===== src/inc/dsw_pkg.sv =====
package dsw_pkg;

  // I/O port map
  localparam logic [15:0] ADDR_T2_LOAD  = 16'h0440;
  localparam logic [15:0] ADDR_T2_DIS   = 16'h0443;
  localparam logic [15:0] ADDR_CFG_IDX  = 16'h03F0;
  localparam logic [15:0] ADDR_CFG_DATA = 16'h03F1;

  // Configuration register indices
  localparam logic [7:0] IDX_COUNT  = 8'hF2;
  localparam logic [7:0] IDX_CTRL_A = 8'hF3;
  localparam logic [7:0] IDX_CTRL_B = 8'hF4;

  // Field positions
  localparam int CTRLA_KBD_BIT = 2;
  localparam int CTRLB_MIN_BIT = 3;

  // Reset values
  localparam logic [7:0] RST_COUNT  = 8'h00;
  localparam logic [7:0] RST_CTRL_A = 8'h00;
  localparam logic [7:0] RST_CTRL_B = 8'h00;
  localparam logic [7:0] RST_INDEX  = 8'h00;

  // Timing
  localparam int CLK_PERIOD_NS = 4;
  localparam int CLK_HZ        = 250_000_000;
  localparam int TICK_S        = 1;
  localparam int CYC_PER_TICK  = CLK_HZ * TICK_S;
  localparam int SEC_PER_MIN   = 60;
  localparam int T1_MAX_SEC    = 15300;
  localparam int RST_PULSE_NS  = 64;
  localparam int RST_PULSE_CYC =
    (RST_PULSE_NS + CLK_PERIOD_NS - 1) / CLK_PERIOD_NS;

  // I/O access
  typedef struct packed {
    logic [15:0] addr;
    logic [7:0]  wdata;
    logic        wr;
    logic        rd;
  } dsw_io_req_s;

  typedef enum logic {
    DSW_RUN,
    DSW_PULSE
  } dsw_state_e;

endpackage


===== src/design/dsw_top.sv =====
`timescale 1ns/10ps
// Operation
// - A written timeout value starts the timer counting down to zero.
// - Expiry without restart forces a whole-system reset.
// - A fresh value restarts either countdown; keyboard activity restarts only the first, if enabled.
// - Two separate timers exist, at different ports, either usable.
// - The first timer ticks per second or per minute, set by control regs.
// - The first timer takes 0 to 15300 seconds and zero disables it.
// - The second timer loads at one I/O port and disables at another.
// - The second timer counts a 1 Hz tick, one second per count.
// - The second timer's counter is eight bits, one-second steps.
// - Load zero means no timeout, N means N seconds, FF gives 255 s.
// - Disable then re-enable refreshes the second timer.
// - Any data written to the disable port stops the second timer.
module dsw_top #(
  parameter int CYC_PER_TICK = dsw_pkg::CYC_PER_TICK
) (
  // Clock and reset
  input  wire logic                clk,
  input  wire logic                resetn,
  // I/O port access
  input  wire dsw_pkg::dsw_io_req_s io_req,
  output logic [7:0]               io_rdata,
  // Keyboard activity pin
  input  wire logic                kbd_activity,
  // System reset request
  output logic                     sys_reset_out
);

  localparam int PW = $clog2(dsw_pkg::RST_PULSE_CYC + 1);
  localparam logic [PW-1:0] PULSE_LAST = PW'(dsw_pkg::RST_PULSE_CYC - 1);
  localparam logic [5:0] MIN_LAST = 6'(dsw_pkg::SEC_PER_MIN - 1);

  logic sec_tick;

  dsw_tick #(
    .CYC_PER_TICK (CYC_PER_TICK)
  ) u_tick (
    .clk    (clk),
    .resetn (resetn),
    .tick   (sec_tick)
  );

  function automatic logic is_wr(input dsw_pkg::dsw_io_req_s r,
                                 input logic [15:0] a);
    is_wr = r.wr && (r.addr == a);
  endfunction

  // Keyboard synchroniser and edge detect
  logic kbd_s1_reg;
  logic kbd_s2_reg;
  logic kbd_s3_reg;
  logic kbd_evt;

  always_ff @(posedge clk or negedge resetn)
  begin
    if (!resetn)
    begin
      kbd_s1_reg <= 1'b0;
      kbd_s2_reg <= 1'b0;
      kbd_s3_reg <= 1'b0;
    end
    else
    begin
      kbd_s1_reg <= kbd_activity;
      kbd_s2_reg <= kbd_s1_reg;
      kbd_s3_reg <= kbd_s2_reg;
    end
  end

  assign kbd_evt = kbd_s2_reg && !kbd_s3_reg;

  // Timer state
  dsw_pkg::dsw_state_e state_reg;
  dsw_pkg::dsw_state_e state_next;
  logic [PW-1:0] pulse_reg;
  logic [PW-1:0] pulse_next;
  logic [7:0]    index_reg;
  logic [7:0]    index_next;
  logic [7:0]    t1_load_reg;
  logic [7:0]    t1_load_next;
  logic [7:0]    t1_cnt_reg;
  logic [7:0]    t1_cnt_next;
  logic [5:0]    t1_sub_reg;
  logic [5:0]    t1_sub_next;
  logic          t1_en_reg;
  logic          t1_en_next;
  logic [7:0]    ctrl_a_reg;
  logic [7:0]    ctrl_a_next;
  logic [7:0]    ctrl_b_reg;
  logic [7:0]    ctrl_b_next;
  logic [7:0]    t2_cnt_reg;
  logic [7:0]    t2_cnt_next;
  logic          t2_en_reg;
  logic          t2_en_next;
  logic [7:0]    rdata_reg;
  logic [7:0]    rdata_next;

  logic wr_cfg_data;
  logic t1_minute;
  logic t1_kbd_ena;
  logic t1_step;
  logic t1_expire;
  logic t2_expire;

  assign wr_cfg_data = is_wr(io_req, dsw_pkg::ADDR_CFG_DATA);
  assign t1_minute   = ctrl_b_reg[dsw_pkg::CTRLB_MIN_BIT];
  assign t1_kbd_ena  = ctrl_a_reg[dsw_pkg::CTRLA_KBD_BIT];
  assign t1_step     = sec_tick && (!t1_minute || t1_sub_reg == MIN_LAST);
  assign t1_expire   = t1_en_reg && t1_step && t1_cnt_reg == 8'h01;
  assign t2_expire   = t2_en_reg && sec_tick && t2_cnt_reg == 8'h01;

  always_comb
  begin
    state_next   = state_reg;
    pulse_next   = pulse_reg;
    index_next   = index_reg;
    t1_load_next = t1_load_reg;
    t1_cnt_next  = t1_cnt_reg;
    t1_sub_next  = t1_sub_reg;
    t1_en_next   = t1_en_reg;
    ctrl_a_next  = ctrl_a_reg;
    ctrl_b_next  = ctrl_b_reg;
    t2_cnt_next  = t2_cnt_reg;
    t2_en_next   = t2_en_reg;
    unique case (state_reg)
      dsw_pkg::DSW_RUN:
      begin
        // First timer countdown
        if (t1_en_reg && sec_tick)
        begin
          t1_sub_next = t1_step ? 6'h00 : t1_sub_reg + 6'h01;
          if (t1_step)
            t1_cnt_next = t1_cnt_reg - 8'h01;
        end
        if (t1_en_reg && t1_kbd_ena && kbd_evt)
        begin
          t1_cnt_next = t1_load_reg;
          t1_sub_next = 6'h00;
        end
        // Second timer countdown
        if (t2_en_reg && sec_tick)
          t2_cnt_next = t2_cnt_reg - 8'h01;
        // Port writes
        if (is_wr(io_req, dsw_pkg::ADDR_CFG_IDX))
          index_next = io_req.wdata;
        if (wr_cfg_data && index_reg == dsw_pkg::IDX_COUNT)
        begin
          t1_load_next = io_req.wdata;
          t1_cnt_next  = io_req.wdata;
          t1_sub_next  = 6'h00;
          t1_en_next   = io_req.wdata != 8'h00;
        end
        if (wr_cfg_data && index_reg == dsw_pkg::IDX_CTRL_A)
          ctrl_a_next = io_req.wdata;
        if (wr_cfg_data && index_reg == dsw_pkg::IDX_CTRL_B)
          ctrl_b_next = io_req.wdata;
        if (is_wr(io_req, dsw_pkg::ADDR_T2_LOAD))
        begin
          t2_cnt_next = io_req.wdata;
          t2_en_next  = io_req.wdata != 8'h00;
        end
        if (is_wr(io_req, dsw_pkg::ADDR_T2_DIS))
          t2_en_next = 1'b0;
        // Expiry of either timer
        if (t1_expire || t2_expire)
        begin
          state_next  = dsw_pkg::DSW_PULSE;
          pulse_next  = '0;
          t1_en_next  = 1'b0;
          t2_en_next  = 1'b0;
          ctrl_a_next = dsw_pkg::RST_CTRL_A;
          ctrl_b_next = dsw_pkg::RST_CTRL_B;
        end
      end
      dsw_pkg::DSW_PULSE:
      begin
        pulse_next = pulse_reg + PW'(1);
        if (pulse_reg == PULSE_LAST)
          state_next = dsw_pkg::DSW_RUN;
      end
    endcase
  end

  // Read back
  always_comb
  begin
    rdata_next = 8'h00;
    if (io_req.rd && io_req.addr == dsw_pkg::ADDR_CFG_IDX)
      rdata_next = index_reg;
    if (io_req.rd && io_req.addr == dsw_pkg::ADDR_CFG_DATA)
    begin
      unique case (index_reg)
        dsw_pkg::IDX_COUNT:  rdata_next = t1_cnt_reg;
        dsw_pkg::IDX_CTRL_A: rdata_next = ctrl_a_reg;
        dsw_pkg::IDX_CTRL_B: rdata_next = ctrl_b_reg;
        default:             rdata_next = 8'h00;
      endcase
    end
  end

  always_ff @(posedge clk or negedge resetn)
  begin
    if (!resetn)
    begin
      state_reg   <= dsw_pkg::DSW_RUN;
      pulse_reg   <= '0;
      index_reg   <= dsw_pkg::RST_INDEX;
      t1_load_reg <= dsw_pkg::RST_COUNT;
      t1_cnt_reg  <= dsw_pkg::RST_COUNT;
      t1_sub_reg  <= 6'h00;
      t1_en_reg   <= 1'b0;
      ctrl_a_reg  <= dsw_pkg::RST_CTRL_A;
      ctrl_b_reg  <= dsw_pkg::RST_CTRL_B;
      t2_cnt_reg  <= dsw_pkg::RST_COUNT;
      t2_en_reg   <= 1'b0;
      rdata_reg   <= 8'h00;
    end
    else
    begin
      state_reg   <= state_next;
      pulse_reg   <= pulse_next;
      index_reg   <= index_next;
      t1_load_reg <= t1_load_next;
      t1_cnt_reg  <= t1_cnt_next;
      t1_sub_reg  <= t1_sub_next;
      t1_en_reg   <= t1_en_next;
      ctrl_a_reg  <= ctrl_a_next;
      ctrl_b_reg  <= ctrl_b_next;
      t2_cnt_reg  <= t2_cnt_next;
      t2_en_reg   <= t2_en_next;
      rdata_reg   <= rdata_next;
    end
  end

  assign sys_reset_out = (state_reg == dsw_pkg::DSW_PULSE);
  assign io_rdata      = rdata_reg;
endmodule


===== src/design/dsw_tick.sv =====
`timescale 1ns/10ps
module dsw_tick #(
  parameter int CYC_PER_TICK = dsw_pkg::CYC_PER_TICK
) (
  // Clock and reset
  input  wire logic clk,
  input  wire logic resetn,
  // Tick
  output logic      tick
);

  localparam int CW = $clog2(CYC_PER_TICK + 1);
  localparam logic [CW-1:0] LAST = CW'(CYC_PER_TICK - 1);

  logic [CW-1:0] cnt_reg;
  logic [CW-1:0] cnt_next;
  logic          tick_reg;
  logic          tick_next;

  // Divide clock down to 1 Hz
  always_comb
  begin
    tick_next = 1'b0;
    cnt_next  = cnt_reg + CW'(1);
    if (cnt_reg == LAST)
    begin
      cnt_next  = '0;
      tick_next = 1'b1;
    end
  end

  always_ff @(posedge clk or negedge resetn)
  begin
    if (!resetn)
    begin
      cnt_reg  <= '0;
      tick_reg <= 1'b0;
    end
    else
    begin
      cnt_reg  <= cnt_next;
      tick_reg <= tick_next;
    end
  end

  assign tick = tick_reg;

endmodule


===== config.mk =====
export PLATFORM = sky130hd
export DESIGN_NAME = dsw_top
export DESIGN_NICKNAME = d
export VERILOG_FILES = /design/src/inc/dsw_pkg.sv /design/src/design/dsw_top.sv /design/src/design/dsw_tick.sv
export SDC_FILE = /design/constraint.sdc
export NUM_CORES = 1
export LEC_CHECK = 0
export BUFFER_PORTS_ARGS = -buffer_cell sky130_fd_sc_hd__buf_2
export CORE_MARGIN = 2
export CORE_UTILIZATION = 50
export CTS_CLUSTER_SIZE = 25
export DETAILED_ROUTE_END_ITERATION = 10
export GPL_TIMING_DRIVEN = 0
export HOLD_SLACK_MARGIN = 0.03
export PLACE_DENSITY = 0.74
export SLEW_MARGIN = 25
export SYNTH_ARGS = -nofsm -noshare
export SYNTH_HDL_FRONTEND = slang
export SYNTH_HIERARCHICAL = 1
export SYNTH_SLANG_ARGS = --single-unit

===== constraint.sdc =====
create_clock -name clk -period 3.3 [get_ports clk]
set_input_delay 0.66 -clock clk [delete_from_list [all_inputs] [get_ports clk]]
set_output_delay 0.66 -clock clk [all_outputs]
set_load 0.02 [all_outputs]

### Word-level counts from Yosys, hierarchy flattened

Cells that the tools add are included.

* bits in registers: 102
* output and inout bits: 9
* input port bits: 29
* logic and storage cells: 104

* $add $sub $neg: 5
* equality and inequality tests: 13
* reductions and logical operators: 39
* bitwise operators: 1
* muxes and demuxes: 29

Operators by type and width (number)
* 8-bit 2-to-1 mux: 12
* 16-bit by 10-bit == test with 1-bit output (second input constant): 2
* 16-bit by 11-bit == test with 1-bit output (second input constant): 2
* 28-bit by 1-bit adder with 28-bit output (second input constant): 1
* 28-bit == test (second input constant): 1
* 28-bit 2-to-1 mux: 1
* 8-bit == test (second input constant): 3
* 6-bit 2-to-1 mux: 4
* 8-bit one-hot mux with 3 select lines: 1
* 1-bit logical AND: 18
* 8-bit by 1-bit == test with 1-bit output (second input constant): 2
* 2-bit AND reduction: 8
* 8-bit by 1-bit subtractor with 8-bit output (second input constant): 2
* 5-bit one-hot mux with 2 select lines: 1
* 3-bit nonzero test: 3
* 1-bit 2-to-1 mux: 8
* 2-bit nonzero test: 4
* 8-bit nonzero test: 1
* 6-bit by 1-bit adder with 6-bit output (second input constant): 1
* 6-bit == test (second input constant): 1
* 5-bit by 1-bit adder with 5-bit output (second input constant): 1
* 5-bit by 4-bit == test with 1-bit output (second input constant): 1
* 5-bit 2-to-1 mux: 1
* 3-bit AND reduction: 1
* other kinds (5): 7

### Depth between registers and ports, before layout

* word-level depth: 8
* mapped depth: 7
* depth with buffers taken out: 7

### Modules after synthesis

Netlist, hierarchy kept.

Modules (own cells, without submodules)
* dsw_top: cells an instance 352, times used 1, area an instance 3836.2 um2, sequential area each 1826.8 um2
* dsw_tick: cells an instance 149, times used 1, area an instance 1496.4 um2, sequential area each 725.7 um2

### Worst setup path before layout

No wires, ideal clock.

* kind: input to register
* from: input io_req[21] (netlist bit)
* to: register t1_cnt_reg[4]
* data required time: 3175 ps
* cell stages on the path: 6
* setup time: 125 ps
* setup slack: 715 ps
* path buffers: 1
* arrival time: 2460 ps
* path through: or4b_4 > nor4_4 > nand3_4 > a31oi_4 > buf_6 > mux2_2

* longest elaborated chain between the ends: 5
* elaborated cells on any way between the ends: 7
* those cells by class: eq/ne (1); mux (1); reduce/logical (5)

RTL lines
* start, declared: line dsw_top.sv:22 `input wire dsw_pkg::dsw_io_req_s io_req,`
* 16-bit by 10-bit == test with 1-bit output *: line dsw_top.sv:46 `is_wr = r.wr && (r.addr == a);`
* 1-bit logical AND *: line dsw_top.sv:46
* 1-bit logical AND *: line dsw_top.sv:147 `if (wr_cfg_data && index_reg == dsw_pkg::IDX_COUNT)`
* 3-bit nonzero test (no line)
* 3-bit AND reduction (no line)
* end signal, assigned: line dsw_top.sv:210 `t1_cnt_reg <= dsw_pkg::RST_COUNT;`
* end signal, assigned: line dsw_top.sv:225 `t1_cnt_reg <= t1_cnt_next;`
* end, declared: line dsw_top.sv:82 `logic [7:0] t1_cnt_reg;`

Every way passes the cells marked *; elsewhere a longest branch is shown, timed or not.
A chain may end at the register's enable or synchronous reset.

### Worst setup path after layout

* from: register index_reg[0]
* to: register ctrl_b_reg[1]

* longest elaborated chain between the ends: 4

RTL lines
* start, declared: line dsw_top.sv:78 `logic [7:0] index_reg;`
* start signal, assigned: line dsw_top.sv:208 `index_reg <= dsw_pkg::RST_INDEX;`
* start signal, assigned: line dsw_top.sv:223 `index_reg <= index_next;`
* 8-bit == test: line dsw_top.sv:156 `if (wr_cfg_data && index_reg == dsw_pkg::IDX_CTRL_B)`
* 1-bit logical AND: line dsw_top.sv:156
* 2-bit nonzero test (no line)
* 2-bit AND reduction (no line)
* end signal, assigned: line dsw_top.sv:214 `ctrl_b_reg <= dsw_pkg::RST_CTRL_B;`
* end signal, assigned: line dsw_top.sv:229 `ctrl_b_reg <= ctrl_b_next;`
* end, declared: line dsw_top.sv:90 `logic [7:0] ctrl_b_reg;`

Every way passes these cells.

==> impl_metrics.csv <==
group,metric,value,unit
status,status,"complete, no violations",
yosys,synth_top_family_by_area,"simple AND/OR/NAND/NOR gates",
clocking,clock_latency,390,ps
clocking,cts_buffers,9,
yosys,synthMuxAreaShare,0.0676,
grt,grtUsageMet1,0.330,
sta,fin_worst_skew,11.4,ps
die,dieWidth,107,um
clocking,numClockSinks,102,
clocking,cts_resized,0,
grt,grt_pass1_wl,20800,um
critical_path,worstSetupPathType,"reg -> reg",
critical_path,end_kind,"flip-flop",
critical_path,crit_buf_inv,0,
grt,use_met3,0.0472,
grt,antenna_found_initial,0,
clocking,root_buffer,"clkbuf_8",
sta,finalSetupViolCount,0,
yosys,yosys_register_bits,102,
power,power,2.22,mW
critical_path,critPathMaxStageDelay,930,ps
clocking,hold_buffers,0,
yosys,synthAdderAreaFrac,0.0188,
power,irDropWorstVdd,0.000296,V
die,start_util,0.517,
placed_design,routabilityCongestion,0.841,
finish,largest_register_ff_count,28,
sta,finalCritPeriodShare,0.803,
die,dieArea,11500,um2
drt,vias,4253,
sta,max_freq,377,MHz
power,p_leak,2.73,nW
yosys,syn-num-nets,538,
drt,detail_route.vias_per_cell,6.16,
critical_path,arrival,2980,ps
sta,drv_slew,0,
placed_design,dp_hpwl,8890,um
power,p_per_area,374,nW/um2
critical_path,crit_chain,"nor3b_1 -> nor3b_1 -> nand3_1 -> nor2_1 -> a22o_1",
clocking,tritoncts,"built",
critical_path,cp-start-kind,"flip-flop",
yosys,yosysWarnings,6,
sta,min_period,2650,ps
critical_path,cp.required,3630,ps
yosys,synth-main-ff-cell,"dfrtp_1",
finish,areaGrowthSynthToFinish,11.4,%
sta,hold_viol_final,0,
drt,ant_nets,0,
sta,rsz0062_at_grt,"no",
yosys,synth-edff-count,0,
min_path,hold_path.class,"in -> async",
yosys,syn_inst,501,
finish,finalNetCount,587,
die,die_h,107,um
grt,grt_use_met2,0.361,
drt,drt_first_pass_iters,7,
yosys,synth_xor_area_frac,0.0361,
clocking,cts_max_level,3,
grt,track_usage,0.233,
drt,drc,0,
critical_path,critPathTopFamily,"simple AND/OR/NAND/NOR gates",
clocking,clock_path_buffers,2,
flow_run,maxCapViolCount,0,
die,rows,37,
grt,grt_pass1_vias,4129,
grt,grt-ovfl-total,0,
yosys,synth-compound-area-share,0.157,
drt,routed_wl,12500,um
clocking,path_clk_slew,100,ps
critical_path,crit_slowest_cell,"nor3b_1",
yosys,synth-async-reset-ratio,1.00,
critical_path,crit_fanout,9,
yosys,synth_area_per_cell,10.6,um2
drt,drtIter0Drc,366,
finish,diodes,0,
yosys,yosys.area_share.simple,0.211,
drt,routedWlPerCell,18.2,um
sta,tightest_slew,1110,ps
sta,tns,0,ps
grt,grt_max_degree,61,
grt,busiest_layer,"met2",
yosys,syn_area,5330,um2
finish,layout-drive-gt1-share,0.197,
die,ios,38,
yosys,synth-seq-area-share,0.479,
critical_path,rrSetupSlack,650,ps
placed_design,io_buffers,37,
clocking,post_cts_buffers,0,
die,core_area,10300,um2
critical_path,cp_common_cell,"nor3b_1",
sta,slew-limit-headroom,0.255,
yosys,synth.distinct_cells,65,
[cell families after synthesis]
group | after synthesis
compound gates | 114
flops | 102
xor+xnor | 22
simple gates | 184
buf+inv | 38
fa+ha+maj | 8
mux | 33
[Yosys cell counts, types with 12 or more instances]
library cell    n  share of area
xnor2_1        12          0.020
nand2_1        30          0.021
dfrtp_1       102           0.48
inv_1          22          0.015
nand3_1        22          0.021
nand4_1        13          0.015
a21oi_1        24          0.023
o21ai_0        19          0.018
mux2_2         24          0.051
nor2_1         27          0.019
a22o_1         18          0.030
or3_1          17          0.020
[final timing paths]
| kind | start | endpoint | cells after the start |
|---|---|---|---|
| setup / recovery | index_reg[0] | ctrl_b_reg[1] | 5 |
| hold / removal | resetn | index_reg[5] | 1 |
| setup reg to reg | index_reg[0] | ctrl_b_reg[1] | 5 |
| hold reg to reg | kbd_s1_reg | kbd_s2_reg | 0 |
| max in group asynchronous | resetn | u_tick/cnt_reg[3] | 2 |
| min in group clk | kbd_s1_reg | kbd_s2_reg | 0 |
[routing by layer]
| layer | wire [um] | vias up |
|---|---|---|
| li1 | - | 1992 |
| met4 | 172 | 0 |
| met2 | 5880 | 99 |
| met1 | 5840 | 2149 |
| met5 | 0 | - |
| met3 | 643 | 13 |
[where the power goes]
group / leakage [nW] / switching [mW] / internal [mW]
combinational: 1.24 / 0.0528 / 0.0218
sequential: 1.37 / 0.000801 / 1.25
clock: 0.110 / 0.443 / 0.450
total: 2.73 / 0.497 / 1.72
[per-stage QoR]
step           std cells  hold slack, ps   util  area (um2)  setup WS (ps)
2_1_floorplan        501             331      -        5330            715
3_5_place_dp         675             340  0.554        5720            440
5_1_grt              690             201  0.575        5940            517
3_3_place_gp         674             333  0.551        5690            448
4_1_cts              690             184  0.575        5940            737
6_report             690             181  0.575        5940            649
[placed cells by master (no fill, tap or decap), types with 10 or more instances in the layout]
cell / n
xor2_1: 10
o2bb2ai_1: 10
o21ai_0: 19
nand4_1: 13
nand3_1: 22
nor4_1: 10
nor2_1: 27
dfrtp_1: 102
a22o_1: 18
buf_2: 41
mux2_2: 24
inv_1: 22
nand2_1: 30
a21oi_1: 24
clkbuf_8: 10
xnor2_1: 12
or3_1: 17
[layout make-up]
| type | instances | area, um2 |
|---|---|---|
| Timing Repair Buffer | 38 | 219 |
| Clock buffer | 11 | 141 |
| Multi-Input combinational cell | 361 | 2620 |
| Buffer | 16 | 82.6 |
| Inverter | 22 | 82.6 |
| Fill cell | 900 | 4380 |
| Tap cell | 136 | 170 |
| Clock inverter | 4 | 77.6 |
| Sequential cell | 102 | 2550 |
[worst register-to-register path: stages (launching register included)]
cell and delay, ps:
dfrtp_1 430, nor3b_1 270, nor3b_1 930, nand3_1 190, nor2_1 550, a22o_1 230
Note: power is estimated with default switching activity, not from simulation.
